## src/pmc_pkg.sv

```systemverilog
// Package: register map, field positions and reset values of the power mode control block
package pmc_pkg;
    // Register addresses (nibble-wide I/O space)
    localparam logic [15:0] PMC_ADDR_SUPPLY = 16'hff00;
    localparam logic [15:0] PMC_ADDR_LCD = 16'hff60;
    // Supply control fields
    localparam int PMC_BIT_LOGIC_SEL = 0;
    localparam int PMC_BIT_FAST_REG = 1;
    localparam int PMC_BIT_SLOW_HALVER = 2;
    localparam int PMC_BIT_LCD_HALVER = 3;
    // LCD control fields
    localparam int PMC_BIT_LCD_ON = 0;
    localparam int PMC_BIT_LCD_STATIC = 1;
    localparam int PMC_BIT_DUTY_LO = 2;
    localparam int PMC_BIT_DUTY_HI = 3;
    // Values after reset
    localparam logic [3:0] PMC_SUPPLY_RST = 4'h0;
    localparam logic [3:0] PMC_LCD_RST = 4'h0;
    localparam logic PMC_BIT_RST = 1'h0;
    localparam logic [3:0] PMC_UNMAPPED_RD = 4'h0;
endpackage : pmc_pkg

```

## src/pmc_ctrl_bit.sv

```systemverilog
// One stored control bit with write strobe and synchronous reset
`timescale 1ns/10ps
module pmc_ctrl_bit (
    input wire logic clk_i,
    input wire logic nrst_i,
    input wire logic wr_i,
    input wire logic wdata_i,
    output logic q_o
);
    // Bit loads on the edge that completes the write
    always_ff @(posedge clk_i) begin
        if (!nrst_i) begin
            q_o <= pmc_pkg::PMC_BIT_RST;
        end else if (wr_i) begin
            q_o <= wdata_i;
        end
    end
endmodule : pmc_ctrl_bit

```

## src/pmc_top.sv

```systemverilog
// Power mode control: supply and LCD power control registers
// Notes for users of this block
// The bits only store what software writes; no ordering is enforced here.
// Illegal pairs, such as a halver with the high-speed voltage, pass straight through.
// Software sequencing and the long settle waits are therefore the firmware's duty.
// Both nibbles clear on reset, so the chip wakes on the slow, low-voltage path.
// Read data are registered: they stand only in the cycle after the read strobe.
// Every other cycle the read port shows zero, so a stale value is never seen.
// Unmapped addresses read as zero and ignore writes.
// All four bits of a nibble are written together; there is no bit mask.
// The LCD duty and static bits are only stored here; the LCD driver uses them.
// One flop per bit keeps each control free of every other control.
`timescale 1ns/10ps
module pmc_top (
    input wire logic CLK_SYS_I,
    input wire logic NRST_I,
    input wire logic [15:0] ADDR_I,
    input wire logic [3:0] WDATA_I,
    input wire logic WR_I,
    input wire logic RD_I,
    output logic [3:0] RDATA_O,
    output logic LOGIC_SUPPLY_SELECT_O,
    output logic FAST_REGULATOR_ON_O,
    output logic SLOW_REGULATOR_HALVER_O,
    output logic LCD_SUPPLY_HALVER_O,
    output logic LCD_SUPPLY_ON_O,
    output logic LCD_STATIC_SELECT_O,
    output logic LCD_DUTY_SEL_LO_O,
    output logic LCD_DUTY_SEL_HI_O
);
    // Address matches, shared by both strobes
    logic sel_supply;
    logic sel_lcd;

    // Strobe decodes, one per register and direction
    logic wr_supply;
    logic wr_lcd;
    logic rd_supply;
    logic rd_lcd;

    // Stored nibbles and the next read value
    logic [3:0] supply_q;
    logic [3:0] lcd_q;
    logic [3:0] rdata_d;

    // Address compare against the two mapped nibbles
    assign sel_supply = (ADDR_I == pmc_pkg::PMC_ADDR_SUPPLY);
    assign sel_lcd = (ADDR_I == pmc_pkg::PMC_ADDR_LCD);

    // Writes elsewhere are ignored, so a stray store cannot move a supply
    assign wr_supply = WR_I && sel_supply;
    assign wr_lcd = WR_I && sel_lcd;

    // Reads elsewhere fall through to the unmapped value
    assign rd_supply = RD_I && sel_supply;
    assign rd_lcd = RD_I && sel_lcd;

    // Core voltage select: 1 picks the high-speed voltage
    pmc_ctrl_bit u_logic_sel (
        .clk_i(CLK_SYS_I),
        .nrst_i(NRST_I),
        .wr_i(wr_supply),
        .wdata_i(WDATA_I[pmc_pkg::PMC_BIT_LOGIC_SEL]),
        .q_o(supply_q[pmc_pkg::PMC_BIT_LOGIC_SEL])
    );

    // Fast regulator enable; off after reset to save current
    pmc_ctrl_bit u_fast_reg (
        .clk_i(CLK_SYS_I),
        .nrst_i(NRST_I),
        .wr_i(wr_supply),
        .wdata_i(WDATA_I[pmc_pkg::PMC_BIT_FAST_REG]),
        .q_o(supply_q[pmc_pkg::PMC_BIT_FAST_REG])
    );

    // Slow regulator halver; its own flop, so it never follows the LCD halver
    pmc_ctrl_bit u_slow_halver (
        .clk_i(CLK_SYS_I),
        .nrst_i(NRST_I),
        .wr_i(wr_supply),
        .wdata_i(WDATA_I[pmc_pkg::PMC_BIT_SLOW_HALVER]),
        .q_o(supply_q[pmc_pkg::PMC_BIT_SLOW_HALVER])
    );

    // LCD supply halver; independent of the slow regulator halver
    pmc_ctrl_bit u_lcd_halver (
        .clk_i(CLK_SYS_I),
        .nrst_i(NRST_I),
        .wr_i(wr_supply),
        .wdata_i(WDATA_I[pmc_pkg::PMC_BIT_LCD_HALVER]),
        .q_o(supply_q[pmc_pkg::PMC_BIT_LCD_HALVER])
    );

    // LCD supply on; low grounds every drive voltage
    pmc_ctrl_bit u_lcd_on (
        .clk_i(CLK_SYS_I),
        .nrst_i(NRST_I),
        .wr_i(wr_lcd),
        .wdata_i(WDATA_I[pmc_pkg::PMC_BIT_LCD_ON]),
        .q_o(lcd_q[pmc_pkg::PMC_BIT_LCD_ON])
    );

    // Static drive select, only stored for the LCD driver
    pmc_ctrl_bit u_lcd_static (
        .clk_i(CLK_SYS_I),
        .nrst_i(NRST_I),
        .wr_i(wr_lcd),
        .wdata_i(WDATA_I[pmc_pkg::PMC_BIT_LCD_STATIC]),
        .q_o(lcd_q[pmc_pkg::PMC_BIT_LCD_STATIC])
    );

    // Duty select, low bit
    pmc_ctrl_bit u_duty_lo (
        .clk_i(CLK_SYS_I),
        .nrst_i(NRST_I),
        .wr_i(wr_lcd),
        .wdata_i(WDATA_I[pmc_pkg::PMC_BIT_DUTY_LO]),
        .q_o(lcd_q[pmc_pkg::PMC_BIT_DUTY_LO])
    );

    // Duty select, high bit
    pmc_ctrl_bit u_duty_hi (
        .clk_i(CLK_SYS_I),
        .nrst_i(NRST_I),
        .wr_i(wr_lcd),
        .wdata_i(WDATA_I[pmc_pkg::PMC_BIT_DUTY_HI]),
        .q_o(lcd_q[pmc_pkg::PMC_BIT_DUTY_HI])
    );

    // Core voltage select straight from its flop; low after reset
    assign LOGIC_SUPPLY_SELECT_O = supply_q[pmc_pkg::PMC_BIT_LOGIC_SEL];

    // Fast regulator enable straight from its flop; off after reset
    assign FAST_REGULATOR_ON_O = supply_q[pmc_pkg::PMC_BIT_FAST_REG];

    // Slow halver straight from its flop; normal mode after reset
    assign SLOW_REGULATOR_HALVER_O = supply_q[pmc_pkg::PMC_BIT_SLOW_HALVER];

    // LCD halver straight from its flop; normal mode after reset
    assign LCD_SUPPLY_HALVER_O = supply_q[pmc_pkg::PMC_BIT_LCD_HALVER];

    // LCD supply on straight from its flop; off after reset
    assign LCD_SUPPLY_ON_O = lcd_q[pmc_pkg::PMC_BIT_LCD_ON];

    // Static select for the LCD driver
    assign LCD_STATIC_SELECT_O = lcd_q[pmc_pkg::PMC_BIT_LCD_STATIC];

    // Duty select, low bit, for the LCD driver
    assign LCD_DUTY_SEL_LO_O = lcd_q[pmc_pkg::PMC_BIT_DUTY_LO];

    // Duty select, high bit, for the LCD driver
    assign LCD_DUTY_SEL_HI_O = lcd_q[pmc_pkg::PMC_BIT_DUTY_HI];

    // Read mux; unmapped addresses and idle cycles read zero
    always_comb begin
        rdata_d = pmc_pkg::PMC_UNMAPPED_RD;
        if (rd_supply) begin
            rdata_d = supply_q;
        end else if (rd_lcd) begin
            rdata_d = lcd_q;
        end
    end

    // Read data registered: valid only in the cycle after the strobe
    always_ff @(posedge CLK_SYS_I) begin
        if (!NRST_I) begin
            RDATA_O <= pmc_pkg::PMC_UNMAPPED_RD;
        end else begin
            RDATA_O <= rdata_d;
        end
    end
endmodule : pmc_top

```

## config.mk

```make
export PLATFORM = sky130hd
export DESIGN_NAME = pmc_top
export DESIGN_NICKNAME = d
export VERILOG_FILES = /design/src/pmc_pkg.sv /design/src/pmc_ctrl_bit.sv /design/src/pmc_top.sv
export SDC_FILE = /design/constraint.sdc
export NUM_CORES = 1
export LEC_CHECK = 0
export BUFFER_PORTS_ARGS = -buffer_cell sky130_fd_sc_hd__buf_4
export CAP_MARGIN = 10
export CELL_PAD_IN_SITES_DETAIL_PLACEMENT = 0
export CELL_PAD_IN_SITES_GLOBAL_PLACEMENT = 1
export CORE_MARGIN = 4
export CORE_UTILIZATION = 24
export CTS_CLUSTER_DIAMETER = 100
export DETAILED_ROUTE_END_ITERATION = 7
export PLACE_DENSITY = 0.72
export SYNTH_ARGS = -nofsm -noshare
export SYNTH_HDL_FRONTEND = slang
export SYNTH_SLANG_ARGS = --single-unit
```

## constraint.sdc

```tcl
create_clock -name CLK_SYS_I -period 0.9 [get_ports CLK_SYS_I]
set_input_delay 0.09 -clock CLK_SYS_I [delete_from_list [all_inputs] [get_ports CLK_SYS_I]]
set_output_delay 0.09 -clock CLK_SYS_I [all_outputs]
set_load 0.01 [all_outputs]
```

==> summary.md, run 1 <==
| Metric | Value |
|---|---|
| Clock Sinks | 12 |
| Final period util | between 90% and 100% |
| Net switching power | ~0.23 mW |
| CTS root buffer | clkbuf_4 |
| Global-route wire length before repair | 2.26 mm |
| CTS Buf Count | 3 |
| Worst EP required | 1120 ps |
| Max FO, Critical Path | 4 |
| Total grt overflow | 0 |
| Syn nets | 77 |
| Run status | complete, no violations |
| Post-layout nets | between 100 and 150 |
| Sequential area share after synthesis | 45.8% |
| Sequential share of power | 48.8% |
| Wire per inst | 12.1 um |
| Die Area | ~3000 sq um |
| Post-route ant nets | 0 |
| EDFF count, synth | 0 |
| Fin. Hold Viols | 0 |
| Initial DRC count | 1 |
| GR Layer Usage met3 | roughly 6% |
| Final worst hold slack | 89.6 ps |
| Register bit total from synthesis | 12 |
| DR vias/cell | 4.34 |
| Slew @ Worst Pin | 271 ps |
| Total wire length | 1.46 mm |
| Initial Utilization | 25.9% |
| RSZ-0062 raised after global routing | yes |
| DIE WIDTH | 54.7 um |
| Rows | 16 |
| GRT busiest layer | met2 |
| Met1 GRT Util | about 11% |
| Launch point of the worst reg-to-reg path | u_logic_sel.q_o$_SDFFE_PN0P_ |
| Post-route setup TNS | 0 ps |
| Worst R2R End | RDATA_O[0]$_SDFF_PN0_ |
| Worst-Skew Late Latency | 270 ps |
| H-tree depth | 1 |
| Top FF cell, synth | dfxtp_1 |
| DRC Markers | 0 |
| Hold buffer count at cts | 0 |
| Max frequency | roughly 1200 MHz |
| Top post-synthesis cells by area | dfxtp_1, mux2i_1, nand2_1, a22oi_1, nand2_4 |
| Peak VDD IR | 0.760 mV |
| Top post-synthesis cells by count | dfxtp_1, nand2_1, mux2i_1 |
| Clock buffer depth | 2 |
| Sw Share | 21.3% |
| Path depth of the worst reg2reg path | 2 |
| Critical path data arrival time | 1080 ps |
| Hold path start | WDATA_I[3] |
| Largest net degree at the start of global routing | 13 |
| Final setup fails | 0 |
| Initial antenna violation count | 0 |
| Count of cell types in the netlist | 14 |
| # fillers | between 200 and 250 |
| Worst-path clk slew | roughly 80 ps |
| Vias | 521 |
| CP endpoint kind | flip-flop |
| CORE AREA | 2020 sq um |
| I/O pin count | 36 |
| I/O Buffers | 35 |
| Final Max Slew Viols | 0 |
| Cells after Synth | 53 |
| Worst Hold Path Cells | 3 |
| Synth top area share | a little under half |
| Cell internal pwr | between 0.8 and 0.9 mW |
| Layout cells sized above 1 | 52.7% |
| Ys async rst share | 0% |
| Yosys top cell by area | dfxtp_1 |
| Worst reg2reg setup slack | 190 ps |
| Min Clock Period, post-route | around 870 ps |
| Register area | 243 sq um |
| Total track usage | 11.3% |
| GPL Wtd Cong | 0.680 |
| CTS tree | built |
| Vias in the first global route | about 510 |
| Met2 Usage GRT | a little under a fifth |
| CP endpoint | RDATA_O[0]$_SDFF_PN0_ |
| Cell leakage power | 0.444 nW |
| Startpoint Class | input port |
| Worst Clk Skew | approximately 3.3 ps |
| Final Util | a little over two fifths |
| Syn_area_per_cell | ~9.9 sq um |
| Mapped cell area | roughly 520 sq um |
| Hold Crit Class | input port to flip-flop |
| Max Cap Violations | 0 |
| Rel. slew slack | between 80% and 90% |
| Critical path origin | ADDR_I[4] |
| Detailed Routing Iterations Pass 1 | 2 |
| Area taken by multi-input logic gates | 289 sq um |
| Synth-to-layout area growth | 67.8% |
| HPWL Detailed | 1.20 mm |
| Logic gate share of total power | 11.6% |
| Crit Path Category | input port to flip-flop |
| Yosys Warn Count | 0 |
| Clk pwr share | 39.6% |
| N_diodes | 0 |
| DIE HEIGHT | 54.7 um |
| Pwr dens | 1240 nW/um^2 |
[how the worst min path moves through the flow]
stage	endpoint	slack [ps]
after floorplan	u_duty_hi.q_o$_SDFFE_PN0P_	250
after global placement	u_duty_lo.q_o$_SDFFE_PN0P_	370
after detailed placement	u_duty_hi.q_o$_SDFFE_PN0P_	370
after CTS	u_lcd_halver.q_o$_SDFFE_PN0P_	90
after global routing	u_lcd_halver.q_o$_SDFFE_PN0P_	90
final	u_duty_hi.q_o$_SDFFE_PN0P_	90
[flip-flops by register name, indices dropped and copies added, names as in the netlist]
register	count
u_logic_sel.q_o	1
u_duty_hi.q_o	1
u_lcd_on.q_o	1
u_slow_halver.q_o	1
u_fast_reg.q_o	1
u_lcd_halver.q_o	1
u_lcd_static.q_o	1
u_duty_lo.q_o	1
RDATA_O	4
[cell usage in the layout (no fill, tap or decap)]
cell type	Yosys	layout
a22oi_1	4	4
and2_1	1	1
and4bb_4	1	1
buf_4	0	37
clkbuf_4	0	3
clkbuf_8	0	1
dfxtp_1	12	10
dfxtp_2	0	2
mux2i_1	8	8
nand2_1	12	12
nand2_4	2	2
nand4_1	3	3
nor2_1	5	5
nor2_4	1	1
nor3b_1	1	1
nor4_4	0	1
or3_4	1	1
[worst max-delay path, stage by stage]
cell and delay (ps):
buf_4 120, nor4_4 280, nand4_1 130, or3_4 360, nor2_1 100
[layout make-up]
cell class	instances	share of cell area (%)
timing repair buffer	37	31.6
sequential	12	27.6
tap	27	3.84
clock buffer	4	4.13
multi-input combinational	40	32.9
[metal layers]
layer / routed length (um) / up-vias / part of all wire (%)
li1: - / 267 / -
met1: 551 / 236 / 38
met2: 751 / 16 / 52
met3: 135 / 2 / 9.3
met4: 17 / 0 / 1.2
met5: 0 / - / 0
[through the flow]
step           power [mW]  cell area (sq um)  worst slack (ps)  cells
2_1_floorplan       0.573                533             -55.1     53
3_3_place_gp        0.669                841              -246    116
3_5_place_dp        0.670                841              -261    116
4_1_cts              1.11                877              10.7    120
5_1_grt              1.14                880             -13.2    120
6_report             1.09                880              33.3    120
[power by group through the flow]
stage	clock network, mW	registers [mW]	logic (mW)
after floorplan	0	0.543	0.0301
after global placement	0	0.543	0.126
after detailed placement	0	0.543	0.127
after CTS	0.450	0.530	0.128
after global routing	0.467	0.530	0.138
final	0.430	0.530	0.126
[logic make-up (layout without fill, tap and decap cells)]
| family | after synthesis | count (layout) | synth area share, % |
|---|---|---|---|
| multiplexers | 8 | 8 | 15.3 |
| buffers and inverters | 1 | 41 | 0.715 |
| AND/OR/NAND/NOR | 28 | 28 | 32.5 |
| AO/OA/AOI/OAI | 4 | 4 | 5.73 |
| flip-flops | 12 | 12 | 45.8 |
[repair_timing]
| item | CTS | global route |
|---|---|---|
| buffers inserted | 0 | 0 |
| gates resized for setup | 0 | 2 |
| endpoints found under the setup margin | 0 | 4 |
Note: power is estimated with default switching activity, not from simulation.
==> run 2: changes to the inputs <==
--- a/config.mk
+++ b/config.mk
@@ -10,10 +10,10 @@
 export CELL_PAD_IN_SITES_DETAIL_PLACEMENT = 0
 export CELL_PAD_IN_SITES_GLOBAL_PLACEMENT = 1
 export CORE_MARGIN = 4
-export CORE_UTILIZATION = 24
+export CORE_UTILIZATION = 29
 export CTS_CLUSTER_DIAMETER = 100
 export DETAILED_ROUTE_END_ITERATION = 7
-export PLACE_DENSITY = 0.72
+export PLACE_DENSITY = 0.81
 export SYNTH_ARGS = -nofsm -noshare
 export SYNTH_HDL_FRONTEND = slang
 export SYNTH_SLANG_ARGS = --single-unit
==> constraint.sdc (replaced) <==
create_clock -name CLK_SYS_I -period 1.1 [get_ports CLK_SYS_I]
set_input_delay 0.11 -clock CLK_SYS_I [delete_from_list [all_inputs] [get_ports CLK_SYS_I]]
set_output_delay 0.11 -clock CLK_SYS_I [all_outputs]
set_load 0.01 [all_outputs]
==> summary.md, run 2 (synthesis gave the netlist of run 1 again) <==
| Metric | Value |
|---|---|
| Run status | complete, no violations |
| Post_cts resized | 0 |
| Slew @ Worst Pin | 257 ps |
| Global-route wire length before repair | 2.15 mm |
| Fin. Hold Viols | 0 |
| I/O pin count | 36 |
| Total wire length | 1.34 mm |
| Post-CTS Setup Bufs | 0 |
| DIE HEIGHT | 50.5 um |
| Final Max Slew Viols | 0 |
| DRC Markers | 0 |
| Post-route ant nets | 0 |
| Synth-to-layout area growth | 62.3% |
| Final total power | 0.870 mW |
| Clock buffer depth | 2 |
| N_diodes | 0 |
| Worst EP required | about 1300 ps |
| H-tree depth | 1 |
| Vias | around 510 |
| Worst-Skew Late Latency | 270 ps |
| Layout cells sized above 1 | approximately 49% |
| DR vias/cell | 4.41 |
| Final setup fails | 0 |
| Launch point of the worst reg-to-reg path | u_fast_reg.q_o$_SDFFE_PN0P_ |
| Max reg flops | 4 |
| Hold endpoint | u_lcd_on.q_o$_SDFFE_PN0P_ |
| Hold buffer count at cts | 0 |
| Max frequency | between 1000 and 1500 MHz |
| Worst Hold Path Cells | 3 |
| Worst reg2reg setup slack | 400 ps |
| Worst R2R End | RDATA_O[1]$_SDFF_PN0_ |
| Path depth of the worst reg2reg path | 2 |
| Total grt overflow | 0 |
| Cell leakage power | 0.432 nW |
| Commonest non-fill, non-tap cell in the layout | buf_4 |
| Most flops, register | RDATA_O |
| CP endpoint kind | flip-flop |
| Peak VDD IR | just over 0.8 mV |
| Die Area | 2550 sq um |
| Final worst hold slack | 118 ps |
| Max Cap Violations | 0 |
| Rows | 15 |
| Wire per inst | 11.5 um |
| Initial antenna violation count | 0 |
| Worst Clk Skew | 5.78 ps |
| CTS tree | built |
| Largest net degree at the start of global routing | 14 |
| Startpoint Class | input port |
| Hold path start | WDATA_I[0] |
| Vias in the first global route | 506 |
| DIE WIDTH | 50.5 um |
| Critical path data arrival time | 1120 ps |
| Most frequent cells in the layout | buf_4, dfxtp_1, nand2_1 |
| Initial DRC count | 7 |
| I/O Buffers | 35 |
| Clock Sinks | 12 |
| Total track usage | 11.1% |
| CTS root buffer | clkbuf_4 |
| Max FO, Critical Path | 4 |
| Hold Crit Class | input port to flip-flop |
| CTS Buf Count | 3 |
| CORE AREA | 1730 sq um |
| Final period util | between 80% and 90% |
| Detailed Routing Iterations Pass 1 | 4 |
| Initial Utilization | 30.4% |
| RSZ-0062 raised after global routing | no |
| GPL Wtd Cong | between 0.6 and 0.7 |
| HPWL Detailed | 1.12 mm |
| Worst-path clk slew | 70 ps |
| Crit Path Category | input port to flip-flop |
| Post-layout nets | approximately 120 |
| Post-route setup TNS | 0 ps |
| Min Clock Period, post-route | 913 ps |
| Rel. slew slack | 82.7% |
| Pwr dens | 1020 nW/um^2 |
run 2: power breakdown:
| part | leakage (nW) | switching [mW] | internal (mW) |
|---|---|---|---|
| clock network | 0.0210 | 0.139 | 0.201 |
| registers | 0.0966 | 0.00000199 | 0.434 |
| logic | 0.315 | 0.0353 | 0.0603 |
| total | 0.432 | 0.174 | 0.696 |
run 2: cell type report:
type                            count  area [sq um]
Multi-Input combinational cell     40           280
Clock buffer                        4          36.3
Timing Repair Buffer               35           263
Sequential cell                    12           240
Fill cell                         178           876
Tap cell                           25          31.3
run 2: routing by layer:
metal / GRT usage, % / routed length (um)
met4: 4.04 / 21
met2: 19.6 / 715
met3: 4.75 / 78
met5: 0 / 0
met1: 11.6 / 521
run 2: worst max-delay path by stage:
| stage | slack (ps) | from | to |
|---|---|---|---|
| finish | 190 | ADDR_I[4] | RDATA_O[1]$_SDFF_PN0_ |
| global route | 120 | ADDR_I[4] | RDATA_O[2]$_SDFF_PN0_ |
| CTS | 170 | ADDR_I[4] | RDATA_O[1]$_SDFF_PN0_ |
| detailed placement | -100 | ADDR_I[4] | RDATA_O[2]$_SDFF_PN0_ |
| global placement | -70 | ADDR_I[4] | RDATA_O[3]$_SDFF_PN0_ |
| floorplan | 100 | ADDR_I[4] | u_duty_hi.q_o$_SDFFE_PN0P_ |
run 2: critical path: stages:
cell	delay, ps
buf_4	110
nor4_2	300
nand4_1	120
or3_4	360
nor2_1	120
run 2: through the flow:
stage,setup WS (ps),utilization [%],area [sq um],std cells
after global routing,123,49.3,851,116
after global placement,-69.8,47.2,815,112
after detailed placement,-103,47.2,815,112
after floorplan,102,-,524,53
final,187,49.3,851,116
after CTS,170,49.3,851,116
